File: src/iabr_pkg.sv
package iabr_pkg;

  // ----------------------------------------------------------------
  // timing
  // ----------------------------------------------------------------
  localparam int CLK_MHZ      = 200;
  localparam int AZ_FLOAT_NS  = 1000;
  // least time, so round up to whole cycles
  localparam int AZ_FLOAT_CYC = (AZ_FLOAT_NS * CLK_MHZ + 999) / 1000;

  // ----------------------------------------------------------------
  // result layout, bipolar_offset_code
  // ----------------------------------------------------------------
  localparam int          RESULT_W = 22;
  localparam int          FRAC_W   = 21;
  localparam logic [21:0] CODE_BOT = 22'h000000;
  localparam logic [21:0] CODE_MID = 22'h200000;
  localparam logic [21:0] CODE_TOP = 22'h3fffff;
  localparam int          MSB_POS  = 16;
  localparam int          MSB_W    = 6;
  localparam int          MID_POS  = 8;
  localparam int          LSB_POS  = 0;

  // ----------------------------------------------------------------
  // register map
  // ----------------------------------------------------------------
  localparam logic [7:0] ADDR_CTRL     = 8'h00;
  localparam logic [7:0] ADDR_STATUS   = 8'h04;
  localparam logic [7:0] ADDR_RESULT   = 8'h08;
  localparam logic [7:0] ADDR_TPOS     = 8'h0c;
  localparam logic [7:0] ADDR_TNEG     = 8'h10;
  localparam logic [7:0] ADDR_IRQ_STAT = 8'h14;
  localparam logic [7:0] ADDR_IRQ_EN   = 8'h18;
  localparam logic [7:0] ADDR_IRQ_CLR  = 8'h1c;
  localparam int         CTRL_AZ_BIT   = 0;
  localparam int         IRQ_CONV      = 0;
  localparam int         IRQ_READ      = 1;
  localparam int         IRQ_AZ        = 2;
  localparam int         IRQ_W         = 3;
  localparam logic [2:0] IRQ_EN_RST    = 3'h0;

  // ----------------------------------------------------------------
  // types
  // ----------------------------------------------------------------
  typedef enum logic [2:0] {
    ST_IDLE     = 3'h0,
    ST_CONV     = 3'h1,
    ST_CALC     = 3'h3,
    ST_MSB      = 3'h2,
    ST_MID      = 3'h6,
    ST_AZ_FLOAT = 3'h4,
    ST_AZ_INT   = 3'h5
  } iabr_state_t;

  typedef struct packed {
    logic high;
    logic low;
  } iabr_phase_t;

  typedef struct packed {
    logic convert_n;
    logic output_enable_n;
    logic auto_zero_n;
    logic integ_trip;
  } iabr_pins_t;

  localparam iabr_pins_t  PINS_RST  = 4'he;
  localparam iabr_phase_t PH_BUSY   = 2'h0;
  localparam iabr_phase_t PH_MSB    = 2'h1;
  localparam iabr_phase_t PH_MID    = 2'h2;
  localparam iabr_phase_t PH_READY  = 2'h3;

endpackage : iabr_pkg

File: src/iabr_divider.sv
`timescale 1ns/1ps
module iabr_divider #(
  parameter int NW = 46,
  parameter int DW = 25
) (
  // clock and reset
  input  wire logic          pclk,
  input  wire logic          presetn,
  // request
  input  wire logic          start,
  input  wire logic [NW-1:0] num,
  input  wire logic [DW-1:0] den,
  // answer
  output logic               busy,
  output logic               done,
  output logic [NW-1:0]      quo
);

  localparam int CW = $clog2(NW + 1);

  logic [NW-1:0] quo_reg, quo_next;
  logic [DW:0]   rem_reg, rem_next;
  logic [DW-1:0] den_reg, den_next;
  logic [CW-1:0] cnt_reg, cnt_next;
  logic          done_reg, done_next;
  logic [DW:0]   shifted;
  logic [DW:0]   trial;

  // ----------------------------------------------------------------
  // restoring division, one quotient bit per cycle
  // ----------------------------------------------------------------
  always_comb begin
    quo_next  = quo_reg;
    rem_next  = rem_reg;
    den_next  = den_reg;
    cnt_next  = cnt_reg;
    done_next = 1'b0;
    shifted   = {rem_reg[DW-1:0], quo_reg[NW-1]};
    trial     = shifted - {1'b0, den_reg};
    if (start) begin
      quo_next = num;
      rem_next = '0;
      den_next = den;
      cnt_next = CW'(NW);
    end else if (cnt_reg != '0) begin
      cnt_next = cnt_reg - 1'b1;
      if (!trial[DW]) begin
        rem_next = trial;
        quo_next = {quo_reg[NW-2:0], 1'b1};
      end else begin
        rem_next = shifted;
        quo_next = {quo_reg[NW-2:0], 1'b0};
      end
      done_next = (cnt_reg == CW'(1));
    end
  end

  always_ff @(posedge pclk or negedge presetn) begin
    if (!presetn) begin
      quo_reg  <= '0;
      rem_reg  <= '0;
      den_reg  <= '0;
      cnt_reg  <= '0;
      done_reg <= 1'b0;
    end else begin
      quo_reg  <= quo_next;
      rem_reg  <= rem_next;
      den_reg  <= den_next;
      cnt_reg  <= cnt_next;
      done_reg <= done_next;
    end
  end

  assign busy = (cnt_reg != '0);
  assign done = done_reg;
  assign quo  = quo_reg;

endmodule : iabr_divider

File: src/iabr_core.sv
// Local design decisions: register access over APB and the register offsets.
`timescale 1ns/1ps
module iabr_core #(
  parameter int CNT_W       = 24,
  parameter int SLOPE_EDGES = 8
) (
  // apb
  input  wire logic        pclk,
  input  wire logic        presetn,
  input  wire logic        psel,
  input  wire logic        penable,
  input  wire logic        pwrite,
  input  wire logic [7:0]  paddr,
  input  wire logic [31:0] pwdata,
  output logic [31:0]      prdata,
  output logic             pready,
  output logic             pslverr,
  // converter pins
  input  wire logic        convert_n,
  input  wire logic        output_enable_n,
  input  wire logic        auto_zero_n,
  output logic [7:0]       data_o,
  output logic             data_oe,
  output iabr_pkg::iabr_phase_t phase_flags,
  output logic             phase_flags_oe,
  // analog front end
  input  wire logic        integ_trip,
  output logic             ref_positive,
  output logic             inputs_shorted,
  // interrupt
  output logic             irq
);

  localparam int EW = $clog2(SLOPE_EDGES + 1);
  localparam int SW = CNT_W + 2;
  localparam int NW = CNT_W + 1 + iabr_pkg::FRAC_W;
  localparam int TW = $clog2(iabr_pkg::AZ_FLOAT_CYC + 1);

  // ----------------------------------------------------------------
  // pin synchronisers
  // ----------------------------------------------------------------
  iabr_pkg::iabr_pins_t pins_s1_reg, pins_s2_reg, pins_s3_reg;
  always_ff @(posedge pclk or negedge presetn) begin
    if (!presetn) begin
      pins_s1_reg <= iabr_pkg::PINS_RST;
      pins_s2_reg <= iabr_pkg::PINS_RST;
      pins_s3_reg <= iabr_pkg::PINS_RST;
    end else begin
      pins_s1_reg <= {convert_n, output_enable_n, auto_zero_n, integ_trip};
      pins_s2_reg <= pins_s1_reg;
      pins_s3_reg <= pins_s2_reg;
    end
  end

  logic conv_fall, trip_rise, sw_az, az_go;
  assign conv_fall = pins_s3_reg.convert_n & ~pins_s2_reg.convert_n;
  assign trip_rise = ~pins_s3_reg.integ_trip & pins_s2_reg.integ_trip;
  assign az_go     = ~pins_s2_reg.auto_zero_n | sw_az;

  // ----------------------------------------------------------------
  // sequencer and slope counters
  // ----------------------------------------------------------------
  iabr_pkg::iabr_state_t state_reg, state_next;
  iabr_pkg::iabr_phase_t flags_reg, flags_next;
  logic [CNT_W-1:0]    tp_reg, tp_next, tm_reg, tm_next;
  logic [EW-1:0]       edges_reg, edges_next;
  logic                armed_reg, armed_next, slope_reg, slope_next;
  logic [TW-1:0]       tmr_reg, tmr_next;
  logic signed [SW-1:0] offs_reg, offs_next, tdiff;
  logic [SW-1:0]       tmag;
  logic [7:0]          byte_reg, byte_next;
  logic [21:0]         result_reg, result_next, code;
  logic                neg_reg, neg_next, flags_oe_reg, flags_oe_next;
  logic                div_start, div_done, div_busy, integ_done;
  logic [NW-1:0]       div_q;
  logic [iabr_pkg::IRQ_W-1:0] events;

  function automatic logic in_integ(input iabr_pkg::iabr_state_t s);
    return (s == iabr_pkg::ST_CONV) || (s == iabr_pkg::ST_AZ_INT);
  endfunction : in_integ

  function automatic logic in_az(input iabr_pkg::iabr_state_t s);
    return (s == iabr_pkg::ST_AZ_FLOAT) || (s == iabr_pkg::ST_AZ_INT);
  endfunction : in_az

  // offset captured in auto-zero is removed from every conversion
  assign tdiff = SW'(signed'({2'h0, tp_reg})) - SW'(signed'({2'h0, tm_reg}))
               - offs_reg;
  assign tmag  = tdiff[SW-1] ? SW'(-tdiff) : SW'(tdiff);
  assign integ_done = in_integ(state_reg) && (edges_reg == EW'(SLOPE_EDGES));

  // saturate the scaled ratio around mid scale
  always_comb begin
    if (div_q[NW-1:iabr_pkg::FRAC_W] != '0)
      code = neg_reg ? iabr_pkg::CODE_BOT : iabr_pkg::CODE_TOP;
    else if (neg_reg)
      code = iabr_pkg::CODE_MID - {1'b0, div_q[iabr_pkg::FRAC_W-1:0]};
    else
      code = iabr_pkg::CODE_MID + {1'b0, div_q[iabr_pkg::FRAC_W-1:0]};
  end

  always_comb begin
    state_next  = state_reg;
    tp_next     = tp_reg;
    tm_next     = tm_reg;
    edges_next  = edges_reg;
    armed_next  = armed_reg;
    slope_next  = slope_reg;
    tmr_next    = tmr_reg;
    offs_next   = offs_reg;
    byte_next   = byte_reg;
    result_next = result_reg;
    neg_next    = neg_reg;
    div_start   = 1'b0;
    events      = '0;
    // slope timing; partial first slope dropped, counts frozen when done
    if (in_integ(state_reg) && !integ_done) begin
      if (armed_reg && slope_reg)
        tp_next = tp_reg + 1'b1;
      else if (armed_reg)
        tm_next = tm_reg + 1'b1;
      if (trip_rise) begin
        slope_next = ~slope_reg;
        armed_next = 1'b1;
        if (armed_reg)
          edges_next = edges_reg + 1'b1;
      end
    end
    if (az_go) begin
      state_next = iabr_pkg::ST_AZ_FLOAT;
      tmr_next   = '0;
    end else begin
      unique case (state_reg)
        iabr_pkg::ST_AZ_FLOAT: begin
          tmr_next = tmr_reg + 1'b1;
          if (tmr_reg == TW'(iabr_pkg::AZ_FLOAT_CYC - 1))
            state_next = iabr_pkg::ST_AZ_INT;
        end
        iabr_pkg::ST_AZ_INT: begin
          if (integ_done) begin
            offs_next  = tdiff + offs_reg;
            state_next = iabr_pkg::ST_IDLE;
            events[iabr_pkg::IRQ_AZ] = 1'b1;
          end
        end
        iabr_pkg::ST_IDLE: begin
          if (conv_fall)
            state_next = iabr_pkg::ST_CONV;
        end
        iabr_pkg::ST_CONV: begin
          // further convert edges fall through untouched
          if (integ_done) begin
            div_start  = 1'b1;
            neg_next   = tdiff[SW-1];
            state_next = iabr_pkg::ST_CALC;
          end
        end
        iabr_pkg::ST_CALC: begin
          if (div_done) begin
            result_next = code;
            byte_next   = {2'h0, code[iabr_pkg::MSB_POS +: iabr_pkg::MSB_W]};
            state_next  = iabr_pkg::ST_MSB;
            events[iabr_pkg::IRQ_CONV] = 1'b1;
          end
        end
        iabr_pkg::ST_MSB: begin
          if (conv_fall) begin
            byte_next  = result_reg[iabr_pkg::MID_POS +: 8];
            state_next = iabr_pkg::ST_MID;
          end
        end
        iabr_pkg::ST_MID: begin
          if (conv_fall) begin
            byte_next  = result_reg[iabr_pkg::LSB_POS +: 8];
            state_next = iabr_pkg::ST_IDLE;
            events[iabr_pkg::IRQ_READ] = 1'b1;
          end
        end
        default: state_next = iabr_pkg::ST_AZ_FLOAT;
      endcase
    end
    // fresh counters on entry to any integration phase
    if (in_integ(state_next) && !in_integ(state_reg)) begin
      tp_next    = '0;
      tm_next    = '0;
      edges_next = '0;
      armed_next = 1'b0;
    end
  end

  // flags follow the state one cycle late, so a byte is always in the
  // buffer before the flags announce it
  always_comb begin
    flags_oe_next = (state_reg != iabr_pkg::ST_AZ_FLOAT);
    unique case (state_reg)
      iabr_pkg::ST_IDLE: flags_next = iabr_pkg::PH_READY;
      iabr_pkg::ST_MSB:  flags_next = iabr_pkg::PH_MSB;
      iabr_pkg::ST_MID:  flags_next = iabr_pkg::PH_MID;
      default:           flags_next = iabr_pkg::PH_BUSY;
    endcase
  end

  // power-up leaves the sequencer in auto-zero
  always_ff @(posedge pclk or negedge presetn) begin
    if (!presetn) begin
      state_reg    <= iabr_pkg::ST_AZ_FLOAT;
      flags_reg    <= iabr_pkg::PH_BUSY;
      flags_oe_reg <= 1'b0;
      tp_reg       <= '0;
      tm_reg       <= '0;
      edges_reg    <= '0;
      armed_reg    <= 1'b0;
      slope_reg    <= 1'b1;
      tmr_reg      <= '0;
      offs_reg     <= '0;
      byte_reg     <= 8'h00;
      result_reg   <= iabr_pkg::CODE_BOT;
      neg_reg      <= 1'b0;
    end else begin
      state_reg    <= state_next;
      flags_reg    <= flags_next;
      flags_oe_reg <= flags_oe_next;
      tp_reg       <= tp_next;
      tm_reg       <= tm_next;
      edges_reg    <= edges_next;
      armed_reg    <= armed_next;
      slope_reg    <= slope_next;
      tmr_reg      <= tmr_next;
      offs_reg     <= offs_next;
      byte_reg     <= byte_next;
      result_reg   <= result_next;
      neg_reg      <= neg_next;
    end
  end

  iabr_divider #(.NW(NW), .DW(CNT_W + 1)) u_div (
    .pclk    (pclk),
    .presetn (presetn),
    .start   (div_start),
    .num     ({tmag[CNT_W:0], iabr_pkg::FRAC_W'(0)}),
    .den     ({1'b0, tp_reg} + {1'b0, tm_reg}),
    .busy    (div_busy),
    .done    (div_done),
    .quo     (div_q)
  );

  // ----------------------------------------------------------------
  // pin outputs
  // ----------------------------------------------------------------
  logic data_oe_reg, shorted_reg;
  always_ff @(posedge pclk or negedge presetn) begin
    if (!presetn) begin
      data_oe_reg <= 1'b0;
      shorted_reg <= 1'b1;
    end else begin
      data_oe_reg <= ~pins_s2_reg.output_enable_n;
      shorted_reg <= in_az(state_next);
    end
  end

  assign data_o         = byte_reg;
  assign data_oe        = data_oe_reg;
  assign phase_flags    = flags_reg;
  assign phase_flags_oe = flags_oe_reg;
  assign ref_positive   = slope_reg;
  assign inputs_shorted = shorted_reg;

  // ----------------------------------------------------------------
  // apb slave and interrupts
  // ----------------------------------------------------------------
  logic [iabr_pkg::IRQ_W-1:0] irq_stat_reg, irq_stat_next;
  logic [iabr_pkg::IRQ_W-1:0] irq_en_reg, irq_en_next, irq_clr;
  logic [31:0] rdata_reg, rdata_next;
  logic        wr, mapped;

  assign wr    = psel & penable & pwrite;
  assign sw_az = wr && (paddr == iabr_pkg::ADDR_CTRL)
              && pwdata[iabr_pkg::CTRL_AZ_BIT];

  always_comb begin
    mapped     = 1'b1;
    rdata_next = rdata_reg;
    unique case (paddr)
      iabr_pkg::ADDR_CTRL:     rdata_next = 32'h0;
      iabr_pkg::ADDR_STATUS:   rdata_next = {25'h0, div_busy, flags_oe_reg,
                                  flags_reg, 3'(state_reg)};
      iabr_pkg::ADDR_RESULT:   rdata_next = {10'h0, result_reg};
      iabr_pkg::ADDR_TPOS:     rdata_next = 32'(tp_reg);
      iabr_pkg::ADDR_TNEG:     rdata_next = 32'(tm_reg);
      iabr_pkg::ADDR_IRQ_STAT: rdata_next = 32'(irq_stat_reg);
      iabr_pkg::ADDR_IRQ_EN:   rdata_next = 32'(irq_en_reg);
      iabr_pkg::ADDR_IRQ_CLR:  rdata_next = 32'h0;
      default: mapped = 1'b0;
    endcase
    if (!(psel && !penable && !pwrite))
      rdata_next = rdata_reg;
    irq_clr = (wr && paddr == iabr_pkg::ADDR_IRQ_CLR)
            ? pwdata[iabr_pkg::IRQ_W-1:0] : '0;
    irq_en_next = (wr && paddr == iabr_pkg::ADDR_IRQ_EN)
                ? pwdata[iabr_pkg::IRQ_W-1:0] : irq_en_reg;
    // a new event outweighs a clear in the same cycle
    irq_stat_next = (irq_stat_reg & ~irq_clr) | events;
  end

  always_ff @(posedge pclk or negedge presetn) begin
    if (!presetn) begin
      rdata_reg    <= 32'h0;
      irq_stat_reg <= '0;
      irq_en_reg   <= iabr_pkg::IRQ_EN_RST;
    end else begin
      rdata_reg    <= rdata_next;
      irq_stat_reg <= irq_stat_next;
      irq_en_reg   <= irq_en_next;
    end
  end

  assign prdata  = rdata_reg;
  assign pready  = 1'b1;
  assign pslverr = psel & penable & ~mapped;
  assign irq     = |(irq_stat_reg & irq_en_reg);
endmodule : iabr_core

File: config.mk
export PLATFORM = sky130hd
export DESIGN_NAME = iabr_core
export DESIGN_NICKNAME = d
export VERILOG_FILES = /design/src/iabr_pkg.sv /design/src/iabr_divider.sv /design/src/iabr_core.sv
export SDC_FILE = /design/constraint.sdc
export NUM_CORES = 1
export LEC_CHECK = 0
export ABC_AREA = 1
export BUFFER_PORTS_ARGS = -buffer_cell sky130_fd_sc_hd__buf_2
export CAP_MARGIN = 10
export CORE_ASPECT_RATIO = 1.25
export CORE_MARGIN = 3
export CORE_UTILIZATION = 36
export CTS_CLUSTER_SIZE = 40
export DETAILED_ROUTE_END_ITERATION = 12
export PLACE_DENSITY = 0.48
export SLEW_MARGIN = 20
export SYNTH_ARGS = -nofsm -noshare
export SYNTH_HDL_FRONTEND = slang
export SYNTH_SLANG_ARGS = --single-unit
File: constraint.sdc
create_clock -name pclk -period 8.26 [get_ports pclk]
set_clock_uncertainty 0.2 [all_clocks]
set_input_delay 1.652 -clock pclk [delete_from_list [all_inputs] [get_ports pclk]]
set_output_delay 1.652 -clock pclk [all_outputs]
set_load 0.01 [all_outputs]
After elaboration in Yosys (flattened, before gate mapping)

Index checks and enable logic that the tools add are counted.

Input port bits: 49
ROM bits: 0
Memories kept: 0
Register bits after elaboration: 278
RAM bits: 0
Bits in latches: 0

Bitwise operators: 17
Reductions and logical operators: 42
Muxes and demuxes: 56
Add/sub/neg operators: 13
Eq/ne operators: 24
Shift-type cells: 0
Divide/modulo/power cells: 0
Multiply operators: 0
Order comparisons: 0

Operator list:

| kind                                                                 | count |
|---|---|
| 32-bit case mux with 7 select lines                                  | 1 |
| 24-bit two-way mux                                                   | 7 |
| 25-bit two-way mux                                                   | 4 |
| 46-bit two-way mux                                                   | 2 |
| 22-bit two-way mux                                                   | 3 |
| 24-bit by 1-bit adder with 24-bit output, second input constant      | 2 |
| 8-bit two-way mux                                                    | 5 |
| 8-bit by 5-bit == test with 1-bit output, second input constant      | 4 |
| 3-bit two-way mux                                                    | 10 |
| 26-bit adder                                                         | 1 |
| 25-bit by 26-bit subtractor with 26-bit output                       | 1 |
| 26-bit by 25-bit subtractor with 26-bit output                       | 1 |
| 24-bit by 24-bit adder with 25-bit output                            | 1 |
| 25-bit negation                                                      | 1 |
| 25-bit nonzero test                                                  | 1 |
| 24-bit by 24-bit subtractor with 25-bit output                       | 1 |
| 8-bit case mux with 3 select lines                                   | 1 |
| 22-bit by 21-bit adder with 22-bit output, first input constant      | 1 |
| 22-bit by 21-bit subtractor with 22-bit output, first input constant | 1 |
| 3-bit case mux with 7 select lines                                   | 1 |
| 8-bit by 4-bit == test with 1-bit output, second input constant      | 2 |
| 4-bit two-way mux                                                    | 4 |
| 3-bit == test, second input constant                                 | 5 |
| 1-bit two-way mux                                                    | 15 |
| other kinds (35)                                                     | 77 |

Depth between registers and ports, before layout

Gate-level depths: netlist (run 1).

Word-level depth: 11
Depth in mapped cells: 34
Gate-level depth less buffers: 33

Cells and area by module

Synthesis (run 1) repeated with hierarchy kept, for this count alone.

Cells, all modules: 3345
Area, all modules: 22369.0 µm²

By module, submodules not included:

| module       | area each (µm²) | sequential area each (µm²) | cells each | times used |
|---|---|---|---|---|
| iabr_core    | 15740.1         | 4191.5                     | 2412       | 1 |
| iabr_divider | 6628.9          | 2577.5                     | 933        | 1 |

Worst setup path before layout (run 1)

OpenSTA, ideal clock, no wires.

Path type: register -> register
Start point: reg tp_reg[0]
End point: reg offs_reg[25]
Cell stages (with the launch flop): 32
Buffers on the path: 0
Clock period less this slack: 4857 ps
Library setup time: 117 ps
Data arrival time: 4540 ps
Setup slack: 3403 ps
Cell sequence: dfrtp_1 -> inv_1 -> ha_1 -> fa_1 -> inv_1 -> nand3_1 -> nand2_1 -> nand2_1 -> o21ai_2 -> a21oi_1 -> o21bai_1 -> nand3_1 -> nand2_1 -> xor2_1 -> ha_1 -> nand2_1 -> o21bai_1 -> a21oi_1 -> nand2_1 -> nand2_1 -> nand2_1 -> xor2_1 -> ha_1 -> inv_1 -> nor3_1 -> nand2_1 -> or2_2 -> o211ai_1 -> nand3b_1 -> nand3_1 -> nand2_1 -> nand2_1

Longest elaborated chain between the ends: 3

RTL lines:

| item                                           | RTL line         | text |
|---|---|---|
| start: declaration                             | iabr_core.sv:65  | `logic [CNT_W-1:0] tp_reg, tp_next, tm_reg, tm_next;` |
| start signal: assignment                       | iabr_core.sv:223 | `tp_reg <= tp_next;` |
| 24-bit by 24-bit subtractor with 25-bit output | iabr_core.sv:87  | `assign tdiff = SW'(signed'({2'h0, tp_reg})) - SW'(signed'({2'h0, tm_reg}))` |
| 25-bit by 26-bit subtractor with 26-bit output | iabr_core.sv:88  | `- offs_reg;` |
| 26-bit adder                                   | iabr_core.sv:141 | `offs_next = tdiff + offs_reg;` |
| end signal: assignment                         | iabr_core.sv:229 | `offs_reg <= offs_next;` |
| end: declaration                               | iabr_core.sv:69  | `logic signed [SW-1:0] offs_reg, offs_next, tdiff;` |

No other way between the ends.
A chain may end at the register's enable or synchronous reset.

Worst setup path after layout (run 1)

Ends and elaborated chain as after synthesis.

==> results.md, run 1 <==
- Status: completed
- Reg-to-reg critical path startpoint: tp_reg[0]$_DFFE_PN0P_
- Dpl cell area: between 20,000 and 25,000 um^2
- CP max stage delay: between 0.5 and 0.6 ns
- Fin cells: between 3,000 and 4,000
- Final setup fails: 0
- Sequential share of the synthesized area: 0.322
- Netlist cell types: between 60 and 70
- Sink Count: between 200 and 300
- Post-layout total power: a little under 0.003 W
- Routability cong.: between 0.9 and 1
- Synth warnings: 0
- Largest net degree at the start of global routing: approximately 70
- Worst slew pin tran: slightly above 1 ns
- # IOs: 98
- Post-CTS Resized: 0
- Register area: 6770 um^2
- Postcts setup bufs: 0
- Dpl hpwl: approximately 54 mm
- Global route hottest layer: met2
- Die Area: about 60,000 um^2
- DRT Pass-1 Iters: 6
- CP Capture Type: flop
- Footprint of the multi-input gates: between 10,000 and 15,000 um^2
- Grt met3 use: 0.0223
- DRC violations left: 0
- Largest register FFs: between 40 and 50
- CTS tree: built
- Num CTS Buffers: 35
- I/O Buffers: between 50 and 60
- Met1 global-route usage: 0.271
- Vias in the first global route: about 20,000
- Synthesized area per cell: about 6.9 um^2
- Critical Path Source Type: flop
- Fin. Hold Viols: 0
- Grt met2 use: 0.401
- CTS Hold Bufs: 0
- Gr ovfl total: 0
- Fin. max-slew vios: 0
- Mapped Cells: 3,038
- Inst Count DP: ~3,800
- Vias post-DR: 19,800
- Max Cap Viol: 0
- Worst Setup SP: tp_reg[0]$_DFFE_PN0P_
- Die width: 222 um
- Max Fclk: 0.155 GHz
- CP Data Required Time: around 8.5 ns
- Peak VDD IR: 0.190 mV
- Most common cell on crit path: nand2_1
- Share of layout cells above drive strength 1: 0.0625
- Post-synth EDFFs: 0
- Synth Register Bits: 270
- Ant. Diodes: 0
- Clock latency on the worst-skew pair: about 0.55 ns
- Async set-reset flop share out of synthesis: 1.00
- Total track usage: 0.222
- Placeable Area: between 50,000 and 60,000 um^2
- Drt wl/cell: ~18 um
- Worst path slowest cell: xor2_1
- Final Instance Area: approximately 23,000 um^2
- Initial antenna violation count: 0
- Ys flop type: dfrtp_1
- ANT nets after route: 0
- RSZ-0062 raised after global routing: no
- Starting Density: 0.366
- First-pass GRT wire length: ~110 mm
- Max FO, Critical Path: 7
- Pwr dens: ~130 nW/um^2
- Tmin final: ~6.4 ns
- Setup ws final: about 1.8 ns
- Hold path startpoint: pins_s1_reg[0]$_DFF_PN0_
- Critical path class: flop to flop
- Final worst-path cycle share: 0.779
- Vias per Instance: 5.15
- Clk slew on worst S/H paths: ~0.060 ns
- Htree depth: 2
- Fin Setup TNS: 0 ns
- Filler Cells Inserted: between 6,000 and 7,000
- Worst min path class: flop to flop
- Static Leak: about 12 nW
- WL final: just under 70 mm
- Max clock buf depth: 3
- Clock root buffer: clkbuf_16
- Relative slew slack: 0.323
- Fin nets: 3,248
- Worst Path Arrival: 6.68 ns
- Synthesized cell area: ~21,000 um^2
- Pre-CTS WS: roughly 1.8 ns
- Starting DRC count in detailed routing: 1,374
- # rows: 98
- Chip height: between 200 and 300 um
- Area delta synth->final: 9.63%
-- worst max-delay path: cells and delay by family, from the launching register on --
family	cells	cell delay (ns)
xor+xnor	1	0.52
simple gates	17	2.12
compound gates	5	1.21
buf+inv	3	0.32
fa+ha+maj	4	1.51
flops	1	0.42
-- report_power, final --
group	switching, W	total (W)	internal [W]
sequential	0.00000446	0.00134	0.00133
clock	0.000621	0.00156	0.000934
combinational	0.0000456	0.0000592	0.0000136
-- synthesized netlist by cell type (all sizes together), types with 3 or more instances --
library cell,count,area share
o21ai,230,0.055
dfstp,10,0.012
buf,57,0.017
clkbuf,35,0.0063
dfrtp,260,0.31
clkinv,5,0.00089
xor2,92,0.038
a2bb2oi,3,0.0012
nand3b,10,0.0036
a22oi,15,0.0054
nand3,230,0.056
inv,442,0.079
a31oi,15,0.0045
o21bai,18,0.0064
nand2,793,0.15
a21o,14,0.0050
nor2,212,0.041
o21a,6,0.0021
o22ai,64,0.019
xnor2,23,0.0096
o211ai,5,0.0018
o221ai,3,0.0012
ha,134,0.080
nand4,59,0.018
a221oi,4,0.0017
a21oi,169,0.040
nor4,20,0.0062
a21boi,7,0.0025
fa,5,0.0048
nor3,63,0.016
or2,14,0.0043
o31ai,4,0.0014
a211oi,7,0.0025
-- routing by layer --
layer | up-vias | wire length, um
li1 | 10000 | -
met1 | 9242 | 29500
met2 | 409 | 34400
met3 | 102 | 2290
met4 | 0 | 2780
met5 | - | 0
-- logic make-up after synthesis --
kind of cell | synth area share
and+or+nand+nor | 0.291
xor gates and xnor gates | 0.0479
AOI/OAI and AO/OA | 0.152
buffers and inverters | 0.103
adders and majority gates | 0.0845
other | 0.000357
DFF | 0.322
-- per-stage QoR --
stage | hold WS [ns] | utilization
after global routing | 0.160 | 0.401
after global placement | 0.136 | 0.381
after detailed placement | 0.135 | 0.381
after floorplan | 0.131 | -
final | 0.147 | 0.401
after CTS | 0.148 | 0.401
-- cell usage in the layout (no fill, tap or decap), types with 5 or more instances in the layout --
cell / synthesis / final
a211oi_1: 7 / 7
a21boi_0: 5 / 5
a21o_1: 14 / 14
a21oi_1: 169 / 169
a22oi_1: 15 / 15
a31oi_1: 15 / 15
buf_2: 34 / 58
buf_4: 18 / 11
clkbuf_1: 34 / 13
clkbuf_16: 0 / 36
clkbuf_8: 0 / 7
clkinv_1: 5 / 5
conb_1: 2 / 9
dfrtp_1: 260 / 260
dfstp_2: 10 / 10
fa_1: 5 / 5
ha_1: 134 / 134
inv_1: 432 / 432
inv_2: 8 / 8
nand2_1: 779 / 779
nand2_2: 8 / 8
nand3_1: 225 / 225
nand3_2: 5 / 5
nand3b_1: 10 / 10
nand4_1: 59 / 59
nor2_1: 200 / 199
nor2_2: 8 / 9
nor3_1: 60 / 60
nor4_1: 19 / 19
o211ai_1: 5 / 5
o21a_1: 6 / 6
o21ai_0: 202 / 202
o21ai_1: 27 / 27
o21bai_1: 18 / 18
o22ai_1: 64 / 64
or2_2: 12 / 12
xnor2_1: 23 / 23
xor2_1: 92 / 92
-- path summary, 6_finish.rpt --
check                                                      to  slack (ns)  depth (start not counted)
worst max-delay path                 offs_reg[25]$_DFFE_PN0P_        1.82                         30
worst min-delay path                 pins_s2_reg[0]$_DFF_PN0_        0.15                          0
worst max register to register       offs_reg[25]$_DFFE_PN0P_        1.82                         30
worst min register to register       pins_s2_reg[0]$_DFF_PN0_        0.15                          0
max in group asynchronous              tmr_reg[5]$_DFFE_PN0P_        5.34                          3
min in group asynchronous       u_div.rem_reg[24]$_DFFE_PN0P_        0.87                          1
-- final cells by class --
class | instances | area share
Timing Repair Buffer | 70 | 0.0168
Tap cell | 750 | 0.0407
Inverter | 447 | 0.0730
Clock inverter | 8 | 0.00483
Clock buffer | 56 | 0.0454
Multi-Input combinational cell | 2236 | 0.526
Sequential cell | 270 | 0.293
(Power assumes the default switching activity.)
==> run 2, diff against run 1 <==
Settings changed: ABC_AREA 1 to 0, PLACE_DENSITY 0.48 to 0.5.
Clock period 8.26 ns to 5.8 ns, I/O delays scaled along.
==> results.md, run 2 <==
- Post-synth EDFFs: 0
- Largest net degree at the start of global routing: around 100
- Async set-reset flop share out of synthesis: 1.00
- Status: completed
- Netlist cell types: 97
- # IOs: 98
- Peak VDD IR: ~0.25 mV
- Die Area: a little under 60,000 um^2
- Fin cells: about 3,300
- Placeable Area: approximately 54,000 um^2
- RSZ-0062 raised after global routing: yes
- Commonest non-fill, non-tap cell in the layout: nand2_1
- Ys flop type: dfrtp_1
- Chip height: between 200 and 300 um
- Synth warnings: 0
- CTS tree: built
- Die width: around 220 um
- Final Instance Area: roughly 24,000 um^2
- Clk slew on worst S/H paths: ~0.060 ns
- Htree depth: 1
- Final setup fails: 0
- Pre-CTS WS: -0.244 ns
- Critical path class: flop to flop
- Max Fclk: approximately 0.18 GHz
- Vias in the first global route: approximately 17,000
- Worst path slowest cell: dfrtp_1
- First-pass GRT wire length: between 90 and 100 mm
- Routability cong.: approximately 0.85
- WHS Endpoint: pins_s2_reg[2]$_DFF_PN1_
- Most common cell in the netlist: nand2_1
- Setup ws final: between 0.2 and 0.25 ns
- # rows: between 90 and 100
- Final worst-path cycle share: 0.963
- Vias post-DR: roughly 18,000
- CP Data Required Time: ~6 ns
- Clock latency on the worst-skew pair: 0.59 ns
- Worst Path Arrival: 5.82 ns
- R2R Path End: offs_reg[25]$_DFFE_PN0P_
- Initial antenna violation count: 0
- Most frequent cells in the layout: 286 x nand2_1, 260 x dfrtp_1, 232 x buf_4
- CP max stage delay: ~0.4 ns
- Fin. Hold Viols: 0
- Area delta synth->final: 21.2%
- Reg-to-reg critical path startpoint: tm_reg[1]$_DFFE_PN0P_
- Mux share of post-synthesis cell area: 0.0274
- Sequential share of the synthesized area: 0.343
- Synth Register Bits: 270
- Dpl cell area: about 22,000 um^2
- Synth Area in Compound Gates: 0.223
- Max FO, Critical Path: 4
- Post-Synth XOR/XNOR Area: 0.0751
- Pwr dens: between 150 and 200 nW/um^2
- WL final: around 57 mm
- CP Capture Type: flop
- Fin nets: around 2,800
- Total track usage: 0.195
- Dpl hpwl: ~44 mm
- Vias per Instance: between 5 and 6
- DRC violations left: 0
- Top cells by count, synth: 288 x nand2_1, 260 x dfrtp_1, 197 x a21oi_1
- Hold path startpoint: pins_s1_reg[2]$_DFF_PN1_
- R2R depth: 27
- Synth Area in Adders: 0.0901
- Number of cells on the worst hold path: 0
- Post-synth top area share: 0.330
- Starting DRC count in detailed routing: 1,032
- Synthesized cell area: 19,700 um^2
- Critical Path Source Type: flop
- Tmin final: around 5.6 ns
- Fin. max-slew vios: 0
- Worst slew pin tran: 0.953 ns
- Synthesized area per cell: about 8.4 um^2
- Clock root buffer: clkbuf_16
- Synth top area cells: dfrtp_1 33%, ha_1 8.5%, nand2_1 5.5%
- I/O Buffers: 59
- Yosys top cell by area: dfrtp_1
- Max clock buf depth: 3
- Synth Area in Simple Gates: 0.188
- Static Leak: approximately 11 nW
- Starting Density: 0.365
- DRT Pass-1 Iters: 6
- Gr ovfl total: 0
- Inst Count DP: 3,262
- CTS Hold Bufs: 0
- R2R setup slack: 0.22 ns
- Largest register FFs: 46
- Relative slew slack: 0.365
- Sink Count: 270
- Most common cell on crit path: a21oi_2
- Worst min path class: flop to flop
- ANT nets after route: 0
- Mapped Cells: about 2,400
- Num CTS Buffers: 31
- Max Cap Viol: 0
- Share of layout cells above drive strength 1: 0.194
- Drt wl/cell: roughly 17 um
- Main combinational cell family by area after synthesis: compound AO/OA/AOI/OAI gates
run 2: cell types whose count changed in the layout (fill, tap and decap cells not counted), sizes merged, moves of 33 or more:
cell	previous run	this run
nand3	230	51
o22ai	64	6
mux2i	0	36
xnor2	23	106
a21oi	169	202
nand4	59	15
xor2	92	56
buf	70	293
inv	443	148
a21o	14	54
nand2	793	288
and3	2	51
run 2: where the power goes:
group	total [W]	leakage [nW]	switching, W	internal, W
logic	0.0000757	6.95	0.0000593	0.0000164
registers	0.00190	3.29	0.00000393	0.00189
clock network	0.00199	0.500	0.000855	0.00114
run 2: per-layer routing:
| metal | vias up | wire length (um) | GRT usage |
|---|---|---|---|
| li1 | 8767 | - | - |
| met1 | 8492 | 26500 | 0.261 |
| met2 | 325 | 27300 | 0.334 |
| met3 | 63 | 2210 | 0.0210 |
| met4 | 0 | 1460 | 0.0577 |
| met5 | - | 0 | 0 |
run 2: stage by stage:
| step | power [W] | hold WS, ns | TNS [ns] | utilization |
|---|---|---|---|---|
| finish | 0.00397 | 0.154 | 0 | 0.443 |
| global route | 0.00412 | 0.158 | -0.0829 | 0.443 |
| CTS | 0.00403 | 0.156 | 0 | 0.433 |
| detailed placement | 0.00201 | 0.142 | -0.615 | 0.412 |
| global placement | 0.00201 | 0.133 | -0.518 | 0.412 |
| floorplan | 0.00195 | 0.131 | 0 | - |
run 2: cell families after synthesis:
logic type                 Yosys count
buffers and inverters              262
other                                2
AOI/OAI and AO/OA                  685
DFF                                270
adders and majority gates          139
muxes                               52
and+or+nand+nor                    786
xor gates and xnor gates           164
run 2: worst max-delay path by stage:
stage / start / depth (start not counted) / to
after floorplan: tm_reg[1]$_DFFE_PN0P_ / 28 / offs_reg[25]$_DFFE_PN0P_
after global placement: tp_reg[1]$_DFFE_PN0P_ / 27 / offs_reg[24]$_DFFE_PN0P_
after detailed placement: tp_reg[0]$_DFFE_PN0P_ / 26 / offs_reg[24]$_DFFE_PN0P_
after CTS: tm_reg[5]$_DFFE_PN0P_ / 26 / offs_reg[25]$_DFFE_PN0P_
after global routing: tp_reg[0]$_DFFE_PN0P_ / 28 / offs_reg[25]$_DFFE_PN0P_
final: tm_reg[1]$_DFFE_PN0P_ / 27 / offs_reg[25]$_DFFE_PN0P_
run 2: what timing repair did:
item                                    4_1_cts  5_1_grt
setup buffers                                 0        8
resized for setup                            19       94
endpoints found under the setup margin        6       29
pin swaps                                     4       41
run 2: layout make-up:
| type | instances | area, um^2 |
|---|---|---|
| clock inverter | 19 | 176 |
| antenna | 1 | 2.50 |
| clock buffer | 39 | 856 |
| tap | 727 | 910 |
| timing repair buffer | 293 | 2080 |
| fill | 5434 | 30100 |
| multi-input combinational | 1835 | 12600 |
| inverter | 145 | 544 |
| sequential | 270 | 6770 |
run 2: critical path, delay by kind of cell, from the launching register on:
kind            cells  cell delay, ns
xor+xnor            2            0.25
flops               1            0.39
fa+ha+maj           3            0.79
simple gates        2            0.16
buf+inv             1            0.09
compound gates     19            3.54
==> run 3, diff against run 2 <==
Settings changed: PLACE_DENSITY 0.5 to 0.49, SYNTH_HIERARCHICAL set to 1.
Clock period 5.8 ns to 7.15 ns, I/O delays scaled along.
==> results.md, run 3 <==
- Status: completed
- Post-Synth XOR/XNOR Area: 0.0839
- Vias per Instance: about 5.4
- Clock latency on the worst-skew pair: about 0.56 ns
- Sequential share of power: 0.451
- Synth Area in Adders: 0.0913
- Clk pwr share: 0.532
- Peak VDD IR: ~0.17 mV
- Synthesized area per cell: about 8.6 um^2
- Mux share of post-synthesis cell area: 0.0433
- Max Fclk: about 0.15 GHz
- Final worst-path cycle share: 0.914
- Number of cells on the worst hold path: 0
- Ys flop type: dfrtp_1
- Gr ovfl total: 0
- Yosys top cell by area: dfrtp_1
- Drt wl/cell: about 18 um
- Worst Path Arrival: around 7 ns
- Comb power frac: 0.018
- Switching Fraction: 0.225
- Critical Path Source Type: flop
- Mapped Cells: 2,250
- Fin Setup TNS: 0 ns
- Max clock buf depth: 3
- Post-synth EDFFs: 0
- Max FO, Critical Path: 8
- Final setup fails: 0
- Fin nets: 2,477
- CP max stage delay: between 0.4 and 0.5 ns
- Worst path slowest cell: or4_1
- Critical path class: flop to flop
- Psw: about 0.00077 W
- Main combinational cell family by area after synthesis: compound AO/OA/AOI/OAI gates
- Htree depth: 2
- Synthesized cell area: between 15,000 and 20,000 um^2
- Ant. Diodes: 0
- Fin. max-slew vios: 0
- Routability cong.: between 0.8 and 0.9
- Synth top area cells: dfrtp_1 34%, ha_1 8.6%, o21ai_0 5.5%
- Synth warnings: 6
- Chip height: approximately 270 um
- ANT nets after route: 0
- Tmin final: approximately 6.5 ns
- Synth Area in Compound Gates: 0.201
- Die Area: ~57,000 um^2
- Synth Register Bits: 270
- Vias in the first global route: 15,800
- CP Data Required Time: 7.43 ns
- Post-synth top area share: 0.337
- Async set-reset flop share out of synthesis: 1.00
- Relative slew slack: 0.342
- Commonest non-fill, non-tap cell in the layout: nand2_1
- Area delta synth->final: 11.6%
- Most common cell in the netlist: nand2_1
- CTS tree: built
- Largest register FFs: 46
- Fin. Hold Viols: 0
- Num CTS Buffers: 34
- Largest net degree at the start of global routing: 181
- CTS Hold Bufs: 0
- RSZ-0062 raised after global routing: yes
- Starting DRC count in detailed routing: just under 1,000
- R2R depth: 28
- CP Capture Type: flop
- Sequential share of the synthesized area: 0.350
- Internal: 0.00265 W
- Worst min path class: flop to flop
- Vias post-DR: around 16,000
- Sink Count: 270
- Placeable Area: 52,900 um^2
- WL final: approximately 53 mm
- Starting Density: 0.365
- # rows: 94
- Total track usage: 0.187
- Most frequent cells in the layout: 262 x nand2_1, 260 x dfrtp_1, 211 x o21ai_0
- Die width: between 200 and 250 um
- Netlist cell types: around 100
- Dpl hpwl: 39.1 mm
- Post-CTS Resized: 0
- DRT Pass-1 Iters: 5
- Top cells by count, synth: 263 x nand2_1, 260 x dfrtp_1, 211 x o21ai_0
- First-pass GRT wire length: around 85 mm
- Initial antenna violation count: 0
- DRC violations left: 0
- Worst slew pin tran: approximately 0.98 ns
- Static Leak: approximately 9.4 nW
- Pwr dens: between 150 and 200 nW/um^2
- Clock root buffer: clkbuf_16
- # IOs: 98
- Post-layout total power: approximately 0.0034 W
- Max Cap Viol: 0
- Postcts setup bufs: 0
- Clk slew on worst S/H paths: 0.05 ns
- Synth Area in Simple Gates: 0.181
- Share of layout cells above drive strength 1: 0.0907
- I/O Buffers: 59
-- run 3: changes by cell type in the layout (fill, tap and decap cells not counted), sizes merged, moves of 25 or more --
cell,change
buf,-213
nand2,-25
and3,-30
mux2i,+36
o21ai,+27
a21oi,-66
-- run 3: power groups by stage --
stage / combinational, W / clock (W) / sequential [W]
2_1_floorplan: 0.0000172 / 0 / 0.00157
3_3_place_gp: 0.0000634 / 0 / 0.00157
3_5_place_dp: 0.0000640 / 0 / 0.00157
4_1_cts: 0.0000643 / 0.00189 / 0.00154
5_1_grt: 0.0000718 / 0.00194 / 0.00154
6_report: 0.0000606 / 0.00182 / 0.00154
-- run 3: layer usage --
metal | wire length [um] | vias to the layer above | global-route usage
li1 | - | 7985 | -
met1 | 22800 | 7771 | 0.233
met2 | 26700 | 246 | 0.330
met3 | 1550 | 86 | 0.0209
met4 | 1970 | 0 | 0.0745
met5 | 0 | - | 0
-- run 3: final timing paths --
check                                              start                        end  slack [ns]
worst max-delay path               tm_reg[2]$_DFFE_PN0P_   offs_reg[24]$_DFFE_PN0P_        0.61
max in group asynchronous                        presetn      tm_reg[3]$_DFFE_PN0P_        4.73
worst min register to register  pins_s1_reg[0]$_DFF_PN0_   pins_s2_reg[0]$_DFF_PN0_        0.15
worst max register to register     tm_reg[2]$_DFFE_PN0P_   offs_reg[24]$_DFFE_PN0P_        0.61
min in group asynchronous                        presetn  u_div/quo[44]$_DFFE_PN0P_        0.71
worst min-delay path            pins_s1_reg[0]$_DFF_PN0_   pins_s2_reg[0]$_DFF_PN0_        0.15
-- run 3: final cells by class --
type                    count  area (um^2)
inverters                 131          494
repair buffers             80          488
well taps                 672          841
clock inverters            13          175
flip-flops and latches    270         6770
fillers                  5376        31400
clock buffers              49         1010
multi-input cells        1773        11800
-- run 3: cell families after synthesis --
| logic type | Yosys count |
|---|---|
| xor+xnor | 181 |
| mux | 82 |
| fa+ha+maj | 138 |
| flops | 270 |
| compound gates | 609 |
| other cells | 2 |
| simple gates | 733 |
| buf+inv | 235 |
-- run 3: through the flow --
step	utilization	hold slack, ns	instances	setup slack, ns	instance area [um^2]
2_1_floorplan	-	0.131	2278	1.13	19400
5_1_grt	0.408	0.158	2988	-0.0558	21600
4_1_cts	0.407	0.156	2988	0.345	21500
3_5_place_dp	0.385	0.144	2926	0.376	20400
6_report	0.408	0.153	2988	0.613	21600
3_3_place_gp	0.385	0.140	2926	0.449	20400
-- run 3: critical path, delay by kind of cell (launching register included) --
kind                     cells  cell delay, ns
flip-flops                   1            0.44
adder cells (fa/ha/maj)      3            1.11
buffers and inverters        2            0.18
XOR/XNOR                     2            0.54
AO/OA/AOI/OAI               14            2.76
AND/OR/NAND/NOR              7            1.23
